<file path="src/logic/rdsl_map.svh">
// Register map constants for the radio debug, sync and length registers.
// Assumes AHB-Lite word access; byte address is four times the index.
`ifndef RDSL_MAP_SVH
`define RDSL_MAP_SVH

// Register indices; the byte address is the index shifted left by two.
`define RDSL_IDX_SYNC_HIGH 16'hDF00
`define RDSL_IDX_SYNC_LOW 16'hDF01
`define RDSL_IDX_PKT_LEN 16'hDF02
`define RDSL_IDX_PIN_C 16'hDF2F
`define RDSL_IDX_PIN_B 16'hDF30
`define RDSL_IDX_PIN_A 16'hDF31
`define RDSL_IDX_LEN_MODE 16'hDF40
`define RDSL_IDX_LEN_STATUS 16'hDF41

// Reset values.
`define RDSL_RST_SYNC_HIGH 8'hD3
`define RDSL_RST_SYNC_LOW 8'h91
`define RDSL_RST_PKT_LEN 8'hFF
`define RDSL_RST_PIN_CFG 8'h00
`define RDSL_RST_LEN_MODE 2'h1

// Field positions inside the debug pin configuration registers.
`define RDSL_SEL_MSB 5
`define RDSL_INV_BIT 6
`define RDSL_BOOST_BIT 7

// Field positions inside the length status register.
`define RDSL_STAT_LEN_MSB 7
`define RDSL_STAT_ERR_BIT 8
`define RDSL_STAT_BUSY_BIT 9

`endif

</file>
<file path="src/logic/rdsl_pkg.sv">
// Types shared by the radio debug, sync and length register block.
// Assumes nothing of its surroundings.
package rdsl_pkg;

    // Framing choice held in the length mode register.
    typedef enum logic [1:0] {
        RDSL_LEN_FIXED = 2'h0,
        RDSL_LEN_VARIABLE = 2'h1,
        RDSL_LEN_RSVD2 = 2'h2,
        RDSL_LEN_RSVD3 = 2'h3
    } rdsl_len_mode_t;

    // Packet length tracker states, one-hot.
    typedef enum logic [2:0] {
        RDSL_FR_IDLE = 3'b001,
        RDSL_FR_LEN = 3'b010,
        RDSL_FR_BODY = 3'b100
    } rdsl_frame_state_t;

endpackage

</file>
<file path="src/logic/rdsl_debug_pin.sv">
// One debug output pin: picks an internal radio signal and sets polarity.
// Assumes the signal bus is synchronous to the core clock.
`timescale 1ns/1ns
module rdsl_debug_pin #(
    parameter int SEL_W = 6
) (
    // Clock and reset.
    input wire logic core_clk_i,
    input wire logic reset_i,
    // Configuration.
    input wire logic [SEL_W-1:0] select_i,
    input wire logic invert_i,
    input wire logic [(1<<SEL_W)-1:0] signals_i,
    // Pin.
    output logic pin_o
);
    import rdsl_pkg::*;

    // Select codes wider than eight bits would blow up the mux for nothing.
    initial begin
        if (SEL_W < 1 || SEL_W > 8) begin
            $error("rdsl_debug_pin: SEL_W out of range");
        end
    end

    // Registered so the pin never glitches while the select changes.
    always_ff @(posedge core_clk_i) begin
        if (reset_i) begin
            pin_o <= 1'b0;
        end else begin
            pin_o <= signals_i[select_i] ^ invert_i;
        end
    end

endmodule

</file>
<file path="src/logic/rdsl_length_check.sv">
// Tracks one received packet and flags its end or an over-long length.
// Assumes the packet source pulses start once, then gives bytes in order.
`timescale 1ns/1ns
module rdsl_length_check #(
    parameter int LEN_W = 8
) (
    // Clock and reset.
    input wire logic core_clk_i,
    input wire logic reset_i,
    // Configuration.
    input wire rdsl_pkg::rdsl_len_mode_t mode_i,
    input wire logic [LEN_W-1:0] limit_i,
    // Packet byte stream.
    input wire logic start_i,
    input wire logic byte_valid_i,
    input wire logic [LEN_W-1:0] byte_i,
    // Results.
    output logic busy_o,
    output logic end_o,
    output logic error_o,
    output logic [LEN_W-1:0] length_o
);
    import rdsl_pkg::*;

    rdsl_frame_state_t state_reg;
    logic [LEN_W-1:0] remain_reg;

    // The length field is one byte on the air, so wider makes no sense.
    initial begin
        if (LEN_W < 1 || LEN_W > 8) begin
            $error("rdsl_length_check: LEN_W out of range");
        end
    end

    assign busy_o = (state_reg != RDSL_FR_IDLE);

    // Framing walk; a new start always restarts the walk.
    always_ff @(posedge core_clk_i) begin
        if (reset_i) begin
            state_reg <= RDSL_FR_IDLE;
            remain_reg <= '0;
            end_o <= 1'b0;
            error_o <= 1'b0;
            length_o <= '0;
        end else begin
            end_o <= 1'b0;
            error_o <= 1'b0;
            if (start_i) begin
                if (mode_i == RDSL_LEN_VARIABLE) begin
                    state_reg <= RDSL_FR_LEN;
                end else if (limit_i == '0) begin
                    state_reg <= RDSL_FR_IDLE;
                    end_o <= 1'b1;
                    length_o <= '0;
                end else begin
                    state_reg <= RDSL_FR_BODY;
                    remain_reg <= limit_i;
                    length_o <= limit_i;
                end
            end else begin
                case (state_reg)
                    RDSL_FR_IDLE: begin
                        state_reg <= RDSL_FR_IDLE;
                    end
                    RDSL_FR_LEN: begin
                        if (byte_valid_i) begin
                            length_o <= byte_i;
                            if (byte_i > limit_i) begin
                                error_o <= 1'b1;
                                state_reg <= RDSL_FR_IDLE;
                            end else if (byte_i == '0) begin
                                end_o <= 1'b1;
                                state_reg <= RDSL_FR_IDLE;
                            end else begin
                                remain_reg <= byte_i;
                                state_reg <= RDSL_FR_BODY;
                            end
                        end
                    end
                    RDSL_FR_BODY: begin
                        if (byte_valid_i) begin
                            remain_reg <= remain_reg - 1'b1;
                            if (remain_reg == 1) begin
                                end_o <= 1'b1;
                                state_reg <= RDSL_FR_IDLE;
                            end
                        end
                    end
                    default: begin
                        state_reg <= RDSL_FR_IDLE;
                    end
                endcase
            end
        end
    end

endmodule

</file>
<file path="src/logic/rdsl_regs.sv">
// Radio debug pin, sync word and packet length registers on AHB-Lite.
// Assumes a single AHB-Lite master, word transfers only, one clock.
`timescale 1ns/1ns
`include "rdsl_map.svh"

module rdsl_regs #(
    parameter int SEL_W = 6,
    parameter int LEN_W = 8
) (
    // Clock and reset.
    input wire logic core_clk_i,
    input wire logic reset_i,
    // AHB-Lite slave.
    input wire logic hsel_i,
    input wire logic [31:0] haddr_i,
    input wire logic [1:0] htrans_i,
    input wire logic hwrite_i,
    input wire logic [2:0] hsize_i,
    input wire logic [31:0] hwdata_i,
    input wire logic hready_i,
    output logic hreadyout_o,
    output logic [31:0] hrdata_o,
    output logic hresp_o,
    // Radio side.
    input wire logic [(1<<SEL_W)-1:0] radio_signals_i,
    input wire logic pkt_start_i,
    input wire logic pkt_byte_valid_i,
    input wire logic [LEN_W-1:0] pkt_byte_i,
    // Debug pins and port control.
    output logic debug_pin_a_o,
    output logic debug_pin_b_o,
    output logic debug_pin_c_o,
    output logic port_drive_boost_o,
    // Framing configuration and results.
    output logic [15:0] sync_word_o,
    output rdsl_pkg::rdsl_len_mode_t length_mode_o,
    output logic pkt_end_o,
    output logic pkt_error_o,
    output logic [LEN_W-1:0] pkt_length_o
);
    import rdsl_pkg::*;

    // Register contents; unused bits are simply not stored.
    logic [SEL_W:0] pin_a_cfg_reg;
    logic [SEL_W+1:0] pin_b_cfg_reg;
    logic [SEL_W:0] pin_c_cfg_reg;
    logic [7:0] sync_high_reg;
    logic [7:0] sync_low_reg;
    logic [LEN_W-1:0] pkt_len_reg;
    rdsl_len_mode_t len_mode_reg;
    logic len_error_reg;
    logic len_error_next;

    // Bus data phase state.
    logic addr_accept;
    logic addr_ok;
    logic dp_write_reg;
    logic dp_read_reg;
    logic [15:0] dp_idx_reg;
    logic dp_ok_reg;
    logic [31:0] hrdata_reg;
    logic [31:0] rdata_next;
    logic wr_en;

    // Length tracker results.
    logic len_busy;
    logic len_end;
    logic len_error;

    // The register layout fixes the select at six bits and length at eight.
    initial begin
        if (SEL_W != 6 || LEN_W != 8) begin
            $error("rdsl_regs: SEL_W must be 6 and LEN_W must be 8");
        end
    end

    // Address phase decode; the index sits in bits 17:2, nothing aliases.
    assign addr_accept = hsel_i && htrans_i[1] && hready_i;
    assign addr_ok = (haddr_i[31:18] == 14'h0000) && (haddr_i[1:0] == 2'h0);

    // Capture of the address phase for use in the data phase.
    always_ff @(posedge core_clk_i) begin
        if (reset_i) begin
            dp_write_reg <= 1'b0;
            dp_read_reg <= 1'b0;
            dp_idx_reg <= 16'h0000;
            dp_ok_reg <= 1'b0;
        end else begin
            dp_write_reg <= addr_accept && hwrite_i;
            if (addr_accept) begin
                dp_read_reg <= !hwrite_i;
                dp_idx_reg <= haddr_i[17:2];
                dp_ok_reg <= addr_ok;
            end else begin
                dp_read_reg <= 1'b0;
            end
        end
    end

    // Reads take one wait state so hrdata comes from a flip-flop and any
    // write just committed ahead of the read is already visible.
    assign hreadyout_o = !dp_read_reg;
    assign hresp_o = 1'b0;
    assign hrdata_o = hrdata_reg;
    assign wr_en = dp_write_reg && dp_ok_reg;

    // Read multiplexer; unused and unmapped bits read zero.
    always_comb begin
        rdata_next = 32'h0000_0000;
        if (dp_ok_reg) begin
            case (dp_idx_reg)
                `RDSL_IDX_PIN_A: rdata_next[SEL_W:0] = pin_a_cfg_reg;
                `RDSL_IDX_PIN_B: rdata_next[SEL_W+1:0] = pin_b_cfg_reg;
                `RDSL_IDX_PIN_C: rdata_next[SEL_W:0] = pin_c_cfg_reg;
                `RDSL_IDX_SYNC_HIGH: rdata_next[7:0] = sync_high_reg;
                `RDSL_IDX_SYNC_LOW: rdata_next[7:0] = sync_low_reg;
                `RDSL_IDX_PKT_LEN: rdata_next[LEN_W-1:0] = pkt_len_reg;
                `RDSL_IDX_LEN_MODE: rdata_next[1:0] = len_mode_reg;
                `RDSL_IDX_LEN_STATUS: begin
                    rdata_next[`RDSL_STAT_LEN_MSB:0] = pkt_length_o;
                    rdata_next[`RDSL_STAT_ERR_BIT] = len_error_reg;
                    rdata_next[`RDSL_STAT_BUSY_BIT] = len_busy;
                end
                default: rdata_next = 32'h0000_0000;
            endcase
        end
    end

    // Read data register, loaded in the wait state of a read.
    always_ff @(posedge core_clk_i) begin
        if (reset_i) begin
            hrdata_reg <= 32'h0000_0000;
        end else if (dp_read_reg) begin
            hrdata_reg <= rdata_next;
        end
    end

    // Debug pin configuration registers; bit 7 exists only on pin B.
    always_ff @(posedge core_clk_i) begin
        if (reset_i) begin
            pin_a_cfg_reg <= (SEL_W+1)'(`RDSL_RST_PIN_CFG);
            pin_b_cfg_reg <= `RDSL_RST_PIN_CFG;
            pin_c_cfg_reg <= (SEL_W+1)'(`RDSL_RST_PIN_CFG);
        end else if (wr_en) begin
            case (dp_idx_reg)
                `RDSL_IDX_PIN_A: pin_a_cfg_reg <= hwdata_i[SEL_W:0];
                `RDSL_IDX_PIN_B: pin_b_cfg_reg <= hwdata_i[SEL_W+1:0];
                `RDSL_IDX_PIN_C: pin_c_cfg_reg <= hwdata_i[SEL_W:0];
                default: pin_a_cfg_reg <= pin_a_cfg_reg;
            endcase
        end
    end

    // Sync word bytes.
    always_ff @(posedge core_clk_i) begin
        if (reset_i) begin
            sync_high_reg <= `RDSL_RST_SYNC_HIGH;
            sync_low_reg <= `RDSL_RST_SYNC_LOW;
        end else if (wr_en) begin
            if (dp_idx_reg == `RDSL_IDX_SYNC_HIGH) begin
                sync_high_reg <= hwdata_i[7:0];
            end
            if (dp_idx_reg == `RDSL_IDX_SYNC_LOW) begin
                sync_low_reg <= hwdata_i[7:0];
            end
        end
    end

    // Packet length limit and framing mode; reserved codes are stored.
    always_ff @(posedge core_clk_i) begin
        if (reset_i) begin
            pkt_len_reg <= `RDSL_RST_PKT_LEN;
            len_mode_reg <= rdsl_len_mode_t'(`RDSL_RST_LEN_MODE);
        end else if (wr_en) begin
            if (dp_idx_reg == `RDSL_IDX_PKT_LEN) begin
                pkt_len_reg <= hwdata_i[LEN_W-1:0];
            end
            if (dp_idx_reg == `RDSL_IDX_LEN_MODE) begin
                len_mode_reg <= rdsl_len_mode_t'(hwdata_i[1:0]);
            end
        end
    end

    // Sticky over-length flag, cleared by writing one; a new error in the
    // same cycle as the clear wins so no event is lost.
    always_comb begin
        len_error_next = len_error_reg;
        if (wr_en && dp_idx_reg == `RDSL_IDX_LEN_STATUS &&
            hwdata_i[`RDSL_STAT_ERR_BIT]) begin
            len_error_next = 1'b0;
        end
        if (len_error) begin
            len_error_next = 1'b1;
        end
    end

    always_ff @(posedge core_clk_i) begin
        if (reset_i) begin
            len_error_reg <= 1'b0;
        end else begin
            len_error_reg <= len_error_next;
        end
    end

    // Configuration outputs straight from the registers; packet end and error from the tracker.
    assign sync_word_o = {sync_high_reg, sync_low_reg};
    assign length_mode_o = len_mode_reg;
    assign port_drive_boost_o = pin_b_cfg_reg[`RDSL_BOOST_BIT];
    assign pkt_end_o = len_end;
    assign pkt_error_o = len_error;

    // Three routed debug pins.
    rdsl_debug_pin #(.SEL_W(SEL_W)) u_pin_a (
        .core_clk_i(core_clk_i),
        .reset_i(reset_i),
        .select_i(pin_a_cfg_reg[`RDSL_SEL_MSB:0]),
        .invert_i(pin_a_cfg_reg[`RDSL_INV_BIT]),
        .signals_i(radio_signals_i),
        .pin_o(debug_pin_a_o)
    );

    rdsl_debug_pin #(.SEL_W(SEL_W)) u_pin_b (
        .core_clk_i(core_clk_i),
        .reset_i(reset_i),
        .select_i(pin_b_cfg_reg[`RDSL_SEL_MSB:0]),
        .invert_i(pin_b_cfg_reg[`RDSL_INV_BIT]),
        .signals_i(radio_signals_i),
        .pin_o(debug_pin_b_o)
    );

    rdsl_debug_pin #(.SEL_W(SEL_W)) u_pin_c (
        .core_clk_i(core_clk_i),
        .reset_i(reset_i),
        .select_i(pin_c_cfg_reg[`RDSL_SEL_MSB:0]),
        .invert_i(pin_c_cfg_reg[`RDSL_INV_BIT]),
        .signals_i(radio_signals_i),
        .pin_o(debug_pin_c_o)
    );

    // Packet length tracker driven by the live limit and mode.
    rdsl_length_check #(.LEN_W(LEN_W)) u_len (
        .core_clk_i(core_clk_i),
        .reset_i(reset_i),
        .mode_i(len_mode_reg),
        .limit_i(pkt_len_reg),
        .start_i(pkt_start_i),
        .byte_valid_i(pkt_byte_valid_i),
        .byte_i(pkt_byte_i),
        .busy_o(len_busy),
        .end_o(len_end),
        .error_o(len_error),
        .length_o(pkt_length_o)
    );

    // Expected pin levels and write strobes, used only by the checks below.
    logic pin_a_expect;
    logic pin_c_expect;
    logic pin_b_write;
    logic mode_write;
    assign pin_a_expect = radio_signals_i[pin_a_cfg_reg[`RDSL_SEL_MSB:0]] ^
                          pin_a_cfg_reg[`RDSL_INV_BIT];
    assign pin_c_expect = radio_signals_i[pin_c_cfg_reg[`RDSL_SEL_MSB:0]] ^
                          pin_c_cfg_reg[`RDSL_INV_BIT];
    assign pin_b_write = wr_en && dp_idx_reg == `RDSL_IDX_PIN_B;
    assign mode_write = wr_en && dp_idx_reg == `RDSL_IDX_LEN_MODE;

    // Pin A follows its selected signal one cycle later.
    property p_pin_a_route;
        @(posedge core_clk_i) disable iff (reset_i)
        !$past(reset_i) |-> debug_pin_a_o == $past(pin_a_expect);
    endproperty
    a_pin_a_route: assert property (p_pin_a_route)
        else $error("pin A does not follow its selected signal");

    // Pin C honours its polarity bit.
    property p_pin_c_invert;
        @(posedge core_clk_i) disable iff (reset_i)
        !$past(reset_i) |-> debug_pin_c_o == $past(pin_c_expect);
    endproperty
    a_pin_c_invert: assert property (p_pin_c_invert)
        else $error("pin C polarity wrong");

    // A write to the pin B register sets the drive boost from bit 7.
    property p_boost;
        @(posedge core_clk_i) disable iff (reset_i)
        pin_b_write |=> port_drive_boost_o == $past(hwdata_i[7]);
    endproperty
    a_boost: assert property (p_boost)
        else $error("drive boost does not follow bit 7 of pin B");

    // Sync word high byte comes out of reset at its default.
    property p_sync_high_reset;
        @(posedge core_clk_i) disable iff (reset_i)
        $fell(reset_i) |-> sync_word_o[15:8] == 8'hD3;
    endproperty
    a_sync_high_reset: assert property (p_sync_high_reset)
        else $error("sync high byte reset value wrong");

    // Sync word low byte comes out of reset at its default.
    property p_sync_low_reset;
        @(posedge core_clk_i) disable iff (reset_i)
        $fell(reset_i) |-> sync_word_o[7:0] == 8'h91 && pkt_len_reg == 8'hFF;
    endproperty
    a_sync_low_reset: assert property (p_sync_low_reset)
        else $error("sync low byte or length reset value wrong");

    // A fixed-length packet ends with the limit as its length.
    property p_fixed_len;
        @(posedge core_clk_i) disable iff (reset_i)
        pkt_end_o && len_mode_reg == RDSL_LEN_FIXED && $stable(pkt_len_reg)
        |-> pkt_length_o == pkt_len_reg;
    endproperty
    a_fixed_len: assert property (p_fixed_len)
        else $error("fixed packet length differs from limit");

    // An over-length error is raised only for a length byte above limit.
    property p_var_error;
        @(posedge core_clk_i) disable iff (reset_i)
        pkt_error_o |-> $past(pkt_byte_i) > $past(pkt_len_reg)
                        && $past(len_mode_reg) == RDSL_LEN_VARIABLE
                        ##1 len_error_reg;
    endproperty
    a_var_error: assert property (p_var_error)
        else $error("over-length error without cause or not latched");

    // A mode write lands in the mode output one cycle later.
    property p_mode_write;
        @(posedge core_clk_i) disable iff (reset_i)
        mode_write |=> length_mode_o == $past(hwdata_i[1:0]);
    endproperty
    a_mode_write: assert property (p_mode_write)
        else $error("length mode write lost");

    // Bits 31:10, and bit 7 of pin A, read zero; a read wait state ends after one cycle.
    property p_unused_zero;
        @(posedge core_clk_i) disable iff (reset_i)
        dp_read_reg |=> hreadyout_o && hrdata_o[31:10] == 22'h0 &&
            (dp_idx_reg != `RDSL_IDX_PIN_A || hrdata_o[7] == 1'b0);
    endproperty
    a_unused_zero: assert property (p_unused_zero)
        else $error("unused bits non-zero or read stalled");

endmodule
</file>
<file path="config.mk">
export PLATFORM = sky130hd
export DESIGN_NAME = rdsl_regs
export DESIGN_NICKNAME = d
export VERILOG_FILES = /design/src/logic/rdsl_pkg.sv /design/src/logic/rdsl_debug_pin.sv /design/src/logic/rdsl_length_check.sv /design/src/logic/rdsl_regs.sv
export VERILOG_INCLUDE_DIRS = /design/src /design/src/logic
export SDC_FILE = /design/constraint.sdc
export NUM_CORES = 1
export LEC_CHECK = 0
export ABC_AREA = 1
export BUFFER_PORTS_ARGS = -buffer_cell sky130_fd_sc_hd__buf_2
export CELL_PAD_IN_SITES_DETAIL_PLACEMENT = 1
export CELL_PAD_IN_SITES_GLOBAL_PLACEMENT = 2
export CORE_MARGIN = 1
export CORE_UTILIZATION = 29
export CTS_CLUSTER_SIZE = 14
export DETAILED_ROUTE_END_ITERATION = 16
export GPL_TIMING_DRIVEN = 0
export PLACE_DENSITY_LB_ADDON = 0.05
export SETUP_SLACK_MARGIN = 0.1
export SKIP_LAST_GASP = 1
export SLEW_MARGIN = 30
export SYNTH_ARGS = -nofsm -noshare
export SYNTH_HDL_FRONTEND = slang
export SYNTH_HIERARCHICAL = 1
export SYNTH_SLANG_ARGS = --single-unit
</file>
<file path="constraint.sdc">
create_clock -name core_clk_i -period 4.8 [get_ports core_clk_i]
set_input_delay 0.48 -clock core_clk_i [delete_from_list [all_inputs] [get_ports core_clk_i]]
set_output_delay 0.48 -clock core_clk_i [all_outputs]
set_load 0.005 [all_outputs]
</file>
==> flow_summary_export.csv <==
group,metric,value,unit
outcome,status,"complete, no violations",
floorplan,ios,214,
floorplan,initial_core_util,0.2984,
grt,grt_overflow_total,0,
grt,grt_max_degree,20,
placed_design,port-buffer-count,163,
yosys,yosysTopAreaCellShare,0.2687,
yosys,synth_cell_types,37,
drt,finalWirelength,31.59,mm
setup_path,worst-path-max-fanout,10,
clocking,cts_hold_buf,0,
yosys,synthTopCellsByCount,"nand2_1 (410), nand3_1 (240), dfxtp_1 (102)",
clocking,cts_setup_buffers,0,
setup_path,setup.worst_path.start_class,"flip-flop",
yosys,yosys_most_used_dff,"dfxtp_1",
final_layout,drive_above_1_share,0.2057,
clocking,cts_tree,"done",
clocking,ctsResizeCount,0,
drt,drc_errors,0,
yosys,syn_avg_cell_area,6.114,sq um
sta,hold_viol,0,
drt,routedWlPerCell,17.81,um
sta,rsz0062_at_grt,"false",
sta,setup_viol,0,
yosys,synth_enable_flop_cells,0,
sta,slew_viol_final,0,
final_layout,antenna_cells,0,
clocking,clk_pin_slew,0.08,ns
sta,maxSlewHeadroom,0.5249,
grt,grt_pass1_vias,8709,
setup_path,crit_chain,"clkbuf_1 > inv_1 > clkbuf_1 > buf_2",
yosys,seq_area_frac_synth,0.2687,
sta,period_needed,2.001,ns
drt,vias,8645,
sta,worst_slew_pin_slew,0.7127,ns
yosys,async_flop_share,0,
placed_design,hpwlAfterDp,25.17,mm
clocking,clock_latency,0.36,ns
placed_design,routabilityCongestion,0.8621,
power,ir_drop,0.1326,mV
final_layout,num-nets-final,1597,
yosys,ys_seq_elements,102,
power,p_leak,4.605,nW
setup_path,cpPeakStageDelay,0.36,ns
sta,finalSetupTns,0,ns
yosys,syn_inst,1243,
placed_design,dpl_cell_area,0.008911,sq mm
clocking,clock-sinks,102,
clocking,numCtsBuffers,9,
yosys,yosys_warnings,6,
hold_path,hp-class,"in2reg",
drt,viasPerCell,4.873,
final_layout,fin_area,0.009200,sq mm
sta,period_share,0.4169,
yosys,yosysMostFrequentCell,"nand2_1",
final_layout,largest_reg_flops,16,
clocking,cts_buffer_depth,2,
sta,fin_skew,0.01514,ns
clocking,cts_root_buf,"clkbuf_16",
yosys,syn_area,0.007600,sq mm
floorplan,die_w,163.9,um
grt,grt.total_usage,0.2398,
floorplan,die-area,0.02686,sq mm
setup_path,required,4.32,ns
final_layout,area_growth,21.06,%
final_layout,fill_cells,3487,
setup_path,cp.arrival,1.52,ns
floorplan,die_h,163.9,um
clocking,htree_num_levels,3,
setup_path,critical_path_class,"reg2out",
drt,drtAntennaViolNets,0,
setup_path,cp-end-kind,"output port",
drt,first_iter_violations,444,
flow_run,maxCapViolations,0,
grt,antenna_found_initial,0,
setup_path,crit_top_cell,"clkbuf_1",
power,pwr_density_cell,210.0,mW/mm^2
drt,drt_first_pass_iters,4,
setup_path,slowest_stage,"clkbuf_1",
yosys,synth.area.top_cells,"dfxtp_1 (27%), nand2_1 (20%), nand3_1 (16%)",
floorplan,core,0.02547,sq mm
grt,grt_pass1_wl,49.18,mm
floorplan,rows,58,
yosys,yosys.area.top_type,"dfxtp_1",
sta,max_freq,499.7,MHz
## through the flow
| stage | hold WS, ns | util | setup WS [ns] | total power [mW] | cells |
|---|---|---|---|---|---|
| 5_1_grt | 0.3012 | 0.3612 | 2.612 | 2.027 | 1774 |
| 4_1_cts | 0.2800 | 0.3612 | 2.744 | 1.952 | 1774 |
| 2_1_floorplan | 0.4304 | - | 3.179 | 1.066 | 1265 |
| 3_3_place_gp | 0.4495 | 0.3498 | 2.779 | 1.210 | 1758 |
| 6_report | 0.2913 | 0.3612 | 2.799 | 1.932 | 1774 |
| 3_5_place_dp | 0.4580 | 0.3498 | 2.770 | 1.213 | 1758 |
## cell usage in the layout, fill, tap and decap left out, drive strengths merged
cell    instances
nand2         415
nand3         254
buf           237
inv           109
dfxtp         102
nor2           85
a21oi          78
o21ai          57
conb           23
clkbuf         23
o211ai         17
nand4          11
ha             10
nor4            5
nor3            4
a31oi           4
a21boi          3
clkinv          3
and2            1
a21o            1
xnor2           1
o22ai           1
## path summary, 6_finish.rpt
kind | startpoint | end | slack, ns | depth (start not counted)
worst max-delay path | dp_read_reg$_SDFF_PP0_ | hreadyout_o | 2.80 | 4
worst min-delay path | hwrite_i | dp_read_reg$_SDFF_PP0_ | 0.29 | 2
worst max register to register | pkt_len_reg[7]$_SDFFE_PP1P_ | u_len/remain_reg[2]$_SDFFE_PP0P_ | 2.86 | 11
worst min register to register | dp_idx_reg[14]$_SDFFE_PP0P_ | dp_idx_reg[14]$_SDFFE_PP0P_ | 0.47 | 2
## per-layer routing
metal	routed length, um	track usage	part of all wire	vias up
li1	-	-	-	4421
met1	15220	0.3242	0.48	3999
met2	14470	0.3966	0.46	189
met3	1373	0.03788	0.043	36
met4	533	0.05682	0.017	0
met5	0	0	0	-
## critical path, delay by kind of cell (launching register included)
| family | cells | cell delay (ns) |
|---|---|---|
| buffers and inverters | 4 | 0.86 |
| DFF | 1 | 0.30 |
## layout make-up
class	count	area (sq um)	area share
multi-input combinational	970	4539	0.4934
sequential	102	2042	0.2220
timing repair buffer	163	815.8	0.08867
buffer	87	676.9	0.07358
inverter	106	424.2	0.04610
tap	330	412.9	0.04488
clock buffer	10	229.0	0.02489
clock inverter	6	60.06	0.006528
## where the power goes
group	switching (mW)	internal, mW
Clock	0.372	0.366
Sequential	0.0171	0.865
Combinational	0.196	0.116
Total	0.585	1.35
## logic make-up (layout without fill, tap and decap cells)
| group | count (synthesis) | in the layout | share of synthesized area |
|---|---|---|---|
| AND/OR/NAND/NOR | 775 | 775 | 0.4546 |
| adder cells (fa/ha/maj) | 10 | 10 | 0.01646 |
| flip-flops | 102 | 102 | 0.2687 |
| AO/OA/AOI/OAI | 161 | 161 | 0.1138 |
| buffers and inverters | 193 | 372 | 0.1449 |
| other | 1 | 23 | 0.0004934 |
| XOR/XNOR | 1 | 1 | 0.001153 |
Note: power is estimated with default switching activity, not from simulation.
